--- src/rtl/table_access_defines.vh ---
/*
 Constants for the table-access execution unit: opcode fields,
 pointer modes, phase and pointer widths. Assumes plain inclusion by name.
*/
`ifndef TABLE_ACCESS_DEFINES_VH
`define TABLE_ACCESS_DEFINES_VH
`define OPC_PREFIX 12'h000
`define OPC_RD_TAG 2'h2
`define OPC_WR_TAG 2'h3
`define MODE_NONE 2'h0
`define MODE_POSTINC 2'h1
`define MODE_POSTDEC 2'h2
`define MODE_PREINC 2'h3
`define PTR_WIDTH 21
`define HOLD_SEL_BITS 3
`define PTR_RESET 21'h000000
`define LATCH_RESET 8'h00
`define PHASE_Q1 2'h0
`define PHASE_Q2 2'h1
`define PHASE_Q3 2'h2
`define PHASE_Q4 2'h3
`endif

--- src/rtl/table_access.v ---
/*
 Table read / table write execution unit of an 8-bit core.
 Assumes the core presents one instruction word with instr_valid in the
 decode phase (Q1) of its first cycle, waits while busy is high, and that
 program memory answers mem_rdata combinationally from mem_addr.
*/
// Notes on behaviour
// word 0x0008..0x000B is table read: memory byte at pointer into latch
// mode 0 keep, 1 post-increment, 2 post-decrement, 3 pre-increment pointer
// pointer is 21-bit byte address; steps are exactly one byte
// pointer bit 0 picks low (clear) or high (set) byte of a word
// one word, two cycles; source read and latch written Q2, holding register written Q4 of cycle two
// word 0x000C..0x000F is table write: latch into a holding register
// low three pointer bits after pre-increment choose the holding register
// write updates pointer as read does and leaves latch unchanged
// no status flags touched; pointer arithmetic wraps at 21 bits
`include "table_access_defines.vh"

module table_access #(
   parameter HOLD_DEPTH = 8
) (
   // clock, reset, enable
   input wire mclk,
   input wire rst_n,
   input wire clk_en,
   // instruction from core
   input wire [15:0] instr,
   input wire instr_valid,
   // program memory read port
   input wire [15:0] mem_rdata,
   output reg [`PTR_WIDTH-2:0] mem_addr,
   // results
   output reg [`PTR_WIDTH-1:0] table_pointer,
   output reg [7:0] table_latch,
   output reg [8*HOLD_DEPTH-1:0] hold_flat,
   output reg hold_wr,
   output reg [`HOLD_SEL_BITS-1:0] hold_sel,
   output reg busy,
   output reg done
);

   localparam ST_IDLE = 2'h0;
   localparam ST_CYC1 = 2'h1;
   localparam ST_CYC2 = 2'h2;

   reg [1:0] state;
   reg [1:0] next_state;
   reg [1:0] phase;
   reg is_write;
   reg [1:0] mode;
   reg [7:0] src_byte;
   reg [`PTR_WIDTH-1:0] access_ptr;
   wire is_table_op;
   wire take;
   wire end_cyc1;
   wire read_slot;
   wire last_slot;
   wire write_slot;
   wire [`PTR_WIDTH-1:0] ptr_inc;
   wire [`PTR_WIDTH-1:0] ptr_dec;
   wire [`PTR_WIDTH-1:0] next_ptr;
   wire [`PTR_WIDTH-1:0] first_ptr;

   // read word decode
   // write word decode
   assign is_table_op = (instr[15:4] == `OPC_PREFIX) &&
                        (instr[3:2] == `OPC_RD_TAG || instr[3:2] == `OPC_WR_TAG);

   // words offered while busy are dropped, not queued
   assign take = (state == ST_IDLE) && instr_valid && is_table_op;

   // phase slots of the two cycles
   assign end_cyc1 = (state == ST_CYC1) && (phase == `PHASE_Q4);
   assign read_slot = (state == ST_CYC2) && (phase == `PHASE_Q2) && !is_write;
   assign last_slot = (state == ST_CYC2) && (phase == `PHASE_Q4);
   assign write_slot = last_slot && is_write;

   // one-byte steps
   // wraps modulo 2^21
   assign ptr_inc = table_pointer + {{(`PTR_WIDTH-1){1'b0}}, 1'b1};
   assign ptr_dec = table_pointer - {{(`PTR_WIDTH-1){1'b0}}, 1'b1};

   // pointer update select
   // same update for writes
   assign next_ptr = (mode == `MODE_POSTINC || mode == `MODE_PREINC) ? ptr_inc :
                     (mode == `MODE_POSTDEC) ? ptr_dec : table_pointer;

   // pre-increment: the new address is the one accessed
   assign first_ptr = (mode == `MODE_PREINC) ? ptr_inc : table_pointer;

   // byte within word
   always @* begin
      src_byte = access_ptr[0] ? mem_rdata[15:8] : mem_rdata[7:0];
   end

   always @* begin
      next_state = state;
      case (state)
         ST_IDLE: begin
            if (take)
               next_state = ST_CYC1;
         end
         ST_CYC1: begin
            if (phase == `PHASE_Q4)
               next_state = ST_CYC2;
         end
         ST_CYC2: begin
            if (phase == `PHASE_Q4)
               next_state = ST_IDLE;
         end
         default: next_state = ST_IDLE;
      endcase
   end

   always @(posedge mclk or negedge rst_n) begin
      if (!rst_n)
         state <= ST_IDLE;
      else if (clk_en)
         state <= next_state;
   end

   // decode took Q1, so execution opens in Q2
   always @(posedge mclk or negedge rst_n) begin
      if (!rst_n)
         phase <= `PHASE_Q1;
      else if (clk_en) begin
         if (take)
            phase <= `PHASE_Q2;
         else if (state != ST_IDLE)
            phase <= phase + 2'h1;
      end
   end

   // the word is held here so the core may change instr at once
   always @(posedge mclk or negedge rst_n) begin
      if (!rst_n) begin
         is_write <= 1'b0;
         mode <= `MODE_NONE;
      end else if (clk_en && take) begin
         is_write <= instr[2];
         mode <= instr[1:0];
      end
   end

   always @(posedge mclk or negedge rst_n) begin
      if (!rst_n) begin
         access_ptr <= `PTR_RESET;
         mem_addr <= {(`PTR_WIDTH-1){1'b0}};
      end else if (clk_en && end_cyc1) begin
         access_ptr <= first_ptr;
         mem_addr <= first_ptr[`PTR_WIDTH-1:1];
      end
   end

   // source read in Q2
   // memory byte into latch
   always @(posedge mclk or negedge rst_n) begin
      if (!rst_n)
         table_latch <= `LATCH_RESET;
      else if (clk_en && read_slot)
         table_latch <= src_byte;
   end

   // pointer written in Q4
   always @(posedge mclk or negedge rst_n) begin
      if (!rst_n)
         table_pointer <= `PTR_RESET;
      else if (clk_en && last_slot)
         table_pointer <= next_ptr;
   end

   always @(posedge mclk or negedge rst_n) begin
      if (!rst_n)
         busy <= 1'b0;
      else if (clk_en) begin
         if (take)
            busy <= 1'b1;
         else if (last_slot)
            busy <= 1'b0;
      end
   end

   always @(posedge mclk or negedge rst_n) begin
      if (!rst_n)
         done <= 1'b0;
      else if (clk_en)
         done <= last_slot;
   end

   always @(posedge mclk or negedge rst_n) begin
      if (!rst_n)
         hold_wr <= 1'b0;
      else if (clk_en)
         hold_wr <= write_slot;
   end

   // holding register select
   always @(posedge mclk or negedge rst_n) begin
      if (!rst_n)
         hold_sel <= {`HOLD_SEL_BITS{1'b0}};
      else if (clk_en && write_slot)
         hold_sel <= access_ptr[`HOLD_SEL_BITS-1:0];
   end

   // latch into holding register
   // latch itself untouched on write
   genvar k;
   generate
      for (k = 0; k < HOLD_DEPTH; k = k + 1) begin : g_hold
         localparam [`HOLD_SEL_BITS-1:0] SEL = k;
         always @(posedge mclk or negedge rst_n) begin
            if (!rst_n)
               hold_flat[8*k +: 8] <= 8'h00;
            else if (clk_en && write_slot && access_ptr[`HOLD_SEL_BITS-1:0] == SEL)
               hold_flat[8*k +: 8] <= table_latch;
         end
      end
   endgenerate

endmodule // table_access

--- config.mk ---
export PLATFORM = sky130hd
export DESIGN_NAME = table_access
export DESIGN_NICKNAME = d
export VERILOG_FILES = /design/src/rtl/table_access.v
export VERILOG_INCLUDE_DIRS = /design/src /design/src/rtl
export SDC_FILE = /design/constraint.sdc
export NUM_CORES = 1
export LEC_CHECK = 0
export ABC_AREA = 1
export BUFFER_PORTS_ARGS = -buffer_cell sky130_fd_sc_hd__buf_2
export CORE_ASPECT_RATIO = 0.7
export CORE_MARGIN = 3
export CORE_UTILIZATION = 48
export CTS_CLUSTER_DIAMETER = 120
export DETAILED_ROUTE_END_ITERATION = 12
export PLACE_DENSITY_LB_ADDON = 0.05
export SLEW_MARGIN = 20
export SYNTH_ARGS = -nofsm -noshare
export SYNTH_HDL_FRONTEND = slang
export SYNTH_SLANG_ARGS = --single-unit
--- constraint.sdc ---
create_clock -name mclk -period 1.7 [get_ports mclk]
set_input_delay 0.255 -clock mclk [delete_from_list [all_inputs] [get_ports mclk]]
set_output_delay 0.255 -clock mclk [all_outputs]
set_load 0.02 [all_outputs]
# ---- Word-level counts from Yosys, hierarchy flattened
# Index checks and enable logic that the tools add are counted.
dict set report totals {
  regBits 129
  ramBits 0
  latch_bits 0
  mem_bits_ro 0
  elab_cells 89
  mem_count 0
  in_bits 36
}
dict set report op_classes {
  magnitude_cmp 0
  mul 0
  n_shift 0
  n_div 0
  eq_ne 19
  bitwise 0
  reduce_logical 35
  muxes 12
  add_sub_neg 3
}
# op n
set op_table {}
lappend op_table {{21-bit two-way mux} 3}
lappend op_table {{21-bit by 1-bit adder with 21-bit output (second input constant)} 1}
lappend op_table {{1-bit logical AND} 21}
lappend op_table {{21-bit by 1-bit subtractor with 21-bit output (second input constant)} 1}
lappend op_table {{2-bit equality test (second input constant)} 6}
lappend op_table {{3-bit equality test (second input constant)} 4}
lappend op_table {{12-bit zero test} 1}
lappend op_table {{2-bit two-way mux} 5}
lappend op_table {{8-bit two-way mux} 1}
lappend op_table {{2-bit nonzero test} 4}
lappend op_table {{2-bit by 1-bit equality test with 1-bit output (second input constant)} 3}
lappend op_table {{3-bit by 2-bit equality test with 1-bit output (second input constant)} 2}
lappend op_table {{2-bit one-hot mux with 3 select lines} 1}
lappend op_table {{2-bit AND reduction} 3}
lappend op_table {{2-bit by 1-bit inequality test with 1-bit output (second input constant)} 2}
lappend op_table {{4-bit AND reduction} 1}
lappend op_table {{3-bit by 1-bit equality test with 1-bit output (second input constant)} 1}
lappend op_table {{3-bit zero test} 1}
lappend op_table {{2-bit by 1-bit adder with 2-bit output (second input constant)} 1}
lappend op_table {{2-bit zero test} 1}
lappend op_table {{1-bit logical OR} 2}
lappend op_table {{1-bit two-way mux} 2}
lappend op_table {{2-bit inequality test (second input constant)} 1}
lappend op_table {{1-bit zero test} 1}

# ---- Logic depth before layout (Yosys ltp)
dict set report logic_depth {
  word_depth 6
  ltp_mapped 11
}

# ---- Worst setup path before layout
# No wires, ideal clock.
dict set report synth_path {
  kind {reg-to-reg}
  startpoint {reg table_pointer[1]}
  endpoint {reg table_pointer[12]}
  t_arrival_ps 1563
  t_required_ps 1573
  setup_time_ps 127
  path_buffers 0
  path_stages_with_launch 11
  slack_ps 10
  synth_period_minus_slack_ps 1690
  cell_sequence {dfrtp_1 -> ha_1 -> nand2_1 -> nor2_1 -> nand2_1 -> nor2_1 -> nand2_1 -> nand3_1 -> o21ai_1 -> nand2_1 -> o21ai_0}
}
dict set report synth_via {
  elab_chain_cells 3
  word_cells_on_any_way 4
}
# item line
set synth_lines {}
lappend synth_lines {{start, declared} table_access.v:33} ;# output reg [`PTR_WIDTH-1:0] table_pointer,
lappend synth_lines {{start signal, assigned} table_access.v:167} ;# table_pointer <= `PTR_RESET;
lappend synth_lines {{start signal, assigned} table_access.v:169} ;# table_pointer <= next_ptr;
lappend synth_lines {{21-bit by 1-bit subtractor with 21-bit output} table_access.v:81} ;# assign ptr_dec = table_pointer - {{(`PTR_WIDTH-1){1'b0}}, 1'b1};
lappend synth_lines {{21-bit two-way mux} table_access.v:86} ;# (mode == `MODE_POSTDEC) ? ptr_dec : table_pointer;
lappend synth_lines {{21-bit two-way mux *} table_access.v:85} ;# assign next_ptr = (mode == `MODE_POSTINC || mode == `MODE_PREINC) ? ptr_inc :
# Mark *: on every way between the ends. The rest lies on a longest branch, timed or not. The select of a mux whose other input is x is not followed.
# A chain may end at the register's enable or synchronous reset.

# ---- Worst setup path in the final report
dict set report layout_path {
  startpoint {reg phase[0]}
  endpoint {reg hold_flat[56]}
}
dict set report layout_via {
  elab_chain_cells 5
}
# item line
set layout_lines {}
lappend layout_lines {{start, declared} table_access.v:48} ;# reg [1:0] phase;
lappend layout_lines {{start signal, assigned} table_access.v:125} ;# phase <= `PHASE_Q1;
lappend layout_lines {{start signal, assigned} table_access.v:128} ;# phase <= `PHASE_Q2;
lappend layout_lines {{start signal, assigned} table_access.v:130} ;# phase <= phase + 2'h1;
lappend layout_lines {{2-bit equality test (no line)} --}
lappend layout_lines {{1-bit logical AND} table_access.v:75} ;# assign last_slot = (state == ST_CYC2) && (phase == `PHASE_Q4);
lappend layout_lines {{1-bit logical AND} table_access.v:76} ;# assign write_slot = last_slot && is_write;
lappend layout_lines {{1-bit logical AND (2 in series)} table_access.v:214} ;# else if (clk_en && write_slot && access_ptr[`HOLD_SEL_BITS-1:0] == SEL)
lappend layout_lines {{end signal, assigned by index} table_access.v:215} ;# hold_flat[8*k +: 8] <= table_latch;
lappend layout_lines {{end, declared} table_access.v:35} ;# output reg [8*HOLD_DEPTH-1:0] hold_flat,
# Every way passes these cells.

==> qor.yml <==
status: "completed"
insertion_delay_ns: 0.42
fin_crit_sh_pct: 96.1
start_kind: "register"
dr_total_vias: 6447
skew_ns: 0.0121
holdCritStartpoint: "mem_rdata[14]"
synth-seq-area-share_pct: 50.6
synthesis.area_sq_mm: 0.00628
drt_iter0_drc: 555
routed_wl_mm: 20.9
synth-compound-area-share_pct: 13.1
max-clock-path-buffers: 2
worst-path-buf-inv: 1
grt_max_degree: 58
synth-simple-area-share_pct: 27.5
synthXorXnorAreaFrac_pct: 1.81
tritoncts: "yes"
hold_violations: 0
firstDrtPassIters: 6
multi_input_area_sq_mm: 0.00300
vdd_drop_max_mv: 0.729
fin_ws_ns: 0.0666
nFillCells: 1039
ys_types: 33
clockRootBuffer: "clkbuf_16"
die_width_um: 143
rows: 34
arrival_ns: 1.92
drive_gt1_share_pct: 32.0
synth.ff_latch_count: 127
place.gp.congestion: 0.974
min_period_ns: 1.63
netlist_instances: 796
wl_per_cell_um: 17.7
leakage_uw: 0.00424
synthFlopType: "dfrtp_1"
seqCellArea_sq_mm: 0.00319
critPathTopFamily: "simple AND/OR/NAND/NOR gates"
coreArea_sq_mm: 0.0126
maxSlewHeadroom_pct: 67.1
worst_pin_slew_ns: 0.493
clk_pin_slew_worst_paths_ns: 0.06
synth_nets: 836
cts_sinks: 127
die_h_um: 102
antenna_cells: 0
grt_overflow: 0
place_ws_ns: -0.0326
async_flop_share_pct: 100
synth_edf_count: 0
worstPathCellList: "ha_2, nand2_2, nor2_4, nand2_8, nor2_8, buf_12, nand3_4, nand2_2, o21ai_2"
io_buffers: 154
rsz0062_at_grt: "yes"
grt_pass1_vias: 5821
powerDensity_mw_per_mm2: 794
hp-class: "input port to register"
post-route-util_pct: 67.9
setup_violations: 0
startpoint: "phase[0]"
fin_nets: 1048
numCtsBuffers: 17
grt_usage_pct: 27.5
synthAdderAreaFrac_pct: 0.797
slowest_stage: "dfrtp_1"
yosys_warnings: 0
crit_path_frequent_cell: "nand2_2"
postRouteAntennaNets: 0
hpwl_mm: 14.3
crit_path_max_incr_delay_ns: 0.36
r2r_start: "phase[0]"
maxSlewViolCount: 0
area_delta_synth_final_pct: 36.2
holdWs_ns: 0.0932
crit_type: "register to register"
syn_area_per_cell_sq_um: 7.89
synthMuxAreaShare_pct: 0
crit_fanout: 8
grt_pass1_wl_mm: 30.9
critical_path_required_ns: 1.99
htree_levels: 4
synth_top_family_by_area: "simple AND/OR/NAND/NOR gates"
cp-end-kind: "register"
maxCapViolations: 0
ios: 155
die-area_sq_mm: 0.0145
vias_per_cell: 5.45
drc: 0
fmax_ghz: 0.612
start_util_pct: 49.9
antenna_found_initial: 0
## layer usage
layer / vias up / track usage [%] / wire [um]
met5: - / 0 / 0
met1: 3057 / 42.4 / 9770
li1: 3026 / - / -
met4: 0 / 8.25 / 331
met2: 325 / 38.0 / 8660
met3: 39 / 6.61 / 2190
## kinds of logic after synthesis
| kind of cell | after synthesis |
|---|---|
| AND/OR/NAND/NOR | 403 |
| AO/OA/AOI/OAI | 156 |
| flip-flops | 127 |
| buffers and inverters | 93 |
| XOR/XNOR | 13 |
| adder cells (fa/ha/maj) | 4 |
## cells in the final DEF, fill, tap and decap left out, types with 3 or more instances in the layout
master / instances
clkbuf_16: 17
o211ai_1: 3
nand3_1: 51
nand2_8: 4
dfrtp_1: 115
nand2_2: 12
nor2_1: 55
nand3_2: 5
nand3_4: 6
nor2_2: 7
a21oi_1: 27
nor2_4: 11
nand4_1: 8
dfrtp_2: 12
o21ai_1: 75
o21ai_0: 32
xor2_2: 3
buf_4: 67
buf_12: 4
a31oi_1: 8
ha_2: 3
inv_1: 53
nand2_1: 240
clkinvlp_4: 5
buf_2: 153
nor3_1: 3
xor2_1: 10
o21a_1: 5
## area by class of cell
cell class | count | area share, %
tap | 162 | 2.37
clock buffer | 19 | 5.18
timing repair buffer | 226 | 16.0
clock inverter | 12 | 1.61
multi-input combinational | 581 | 35.1
inverter | 55 | 2.41
sequential | 127 | 37.3
## repair_timing
action                     in CTS  in global routing
setup buffers                   0                 16
cloned                          0                  5
gates resized for setup         6                 73
hold endpoints to repair       73                  0
pin swaps                       0                  9
hold buffers                    1                  0
setup endpoints to repair      16                 95
## cell usage after synthesis (2+ instances only)
library cell	number	area, sq um
inv_1	54	203
o22ai_1	2	12.5
nor2_1	70	263
o21a_1	5	37.5
xor2_1	13	114
nor3_1	3	15.0
nor2_4	2	22.5
nor2_8	2	40.0
ha_1	4	50.1
nand2_1	252	946
o21ai_1	68	340
nand3_1	54	270
buf_1	4	15.0
nand4_1	8	50.1
a31oi_1	8	50.1
o21ai_0	40	200
dfrtp_1	127	3180
clkbuf_1	9	33.8
buf_2	23	115
o211ai_1	3	22.5
buf_4	2	15.0
nand2_2	4	25.0
nand3_4	3	52.6
a21oi_1	27	135
## flip-flops by register name, summed over array words and instances (netlist names)
signal / flops
is_write: 1
access_ptr: 1
hold_sel: 3
hold_flat: 64
done: 1
busy: 1
state: 2
mode: 2
phase: 2
mem_addr: 20
table_latch: 8
table_pointer: 21
hold_wr: 1
## path summary, 6_finish.rpt
check / to / slack (ns) / depth (start not counted)
max: hold_flat[56] / 0.07 / 9
min: table_latch[6] / 0.09 / 3
max reg2reg: hold_flat[56] / 0.07 / 9
min reg2reg: mem_addr[3] / 0.48 / 1
max in group asynchronous: table_pointer[6] / 0.82 / 3
min in group asynchronous: state[1] / 0.22 / 2
## where the power goes
part / total (uW) / switching [uW] / internal (uW)
logic: 137 / 86.0 / 50.8
clock network: 3630 / 1430 / 2200
registers: 3030 / 1.58 / 3030
total: 6790 / 1520 / 5270
## tightest hold or removal path, cell delays in order
cell	delay, ns
buf_2	0.10
nand2_1	0.05
a31oi_1	0.07
## metrics by stage
stage,area [sq um],std cells,TNS (ns),power (uW)
2_1_floorplan,6280,796,0,3100
3_3_place_gp,7510,1129,0,3210
3_5_place_dp,7510,1129,-0.163,3220
4_1_cts,8130,1161,-0.0235,6820
5_1_grt,8550,1182,-0.145,6970
6_report,8550,1182,0,6790
No activity file was read; power rests on OpenSTA's default activity.
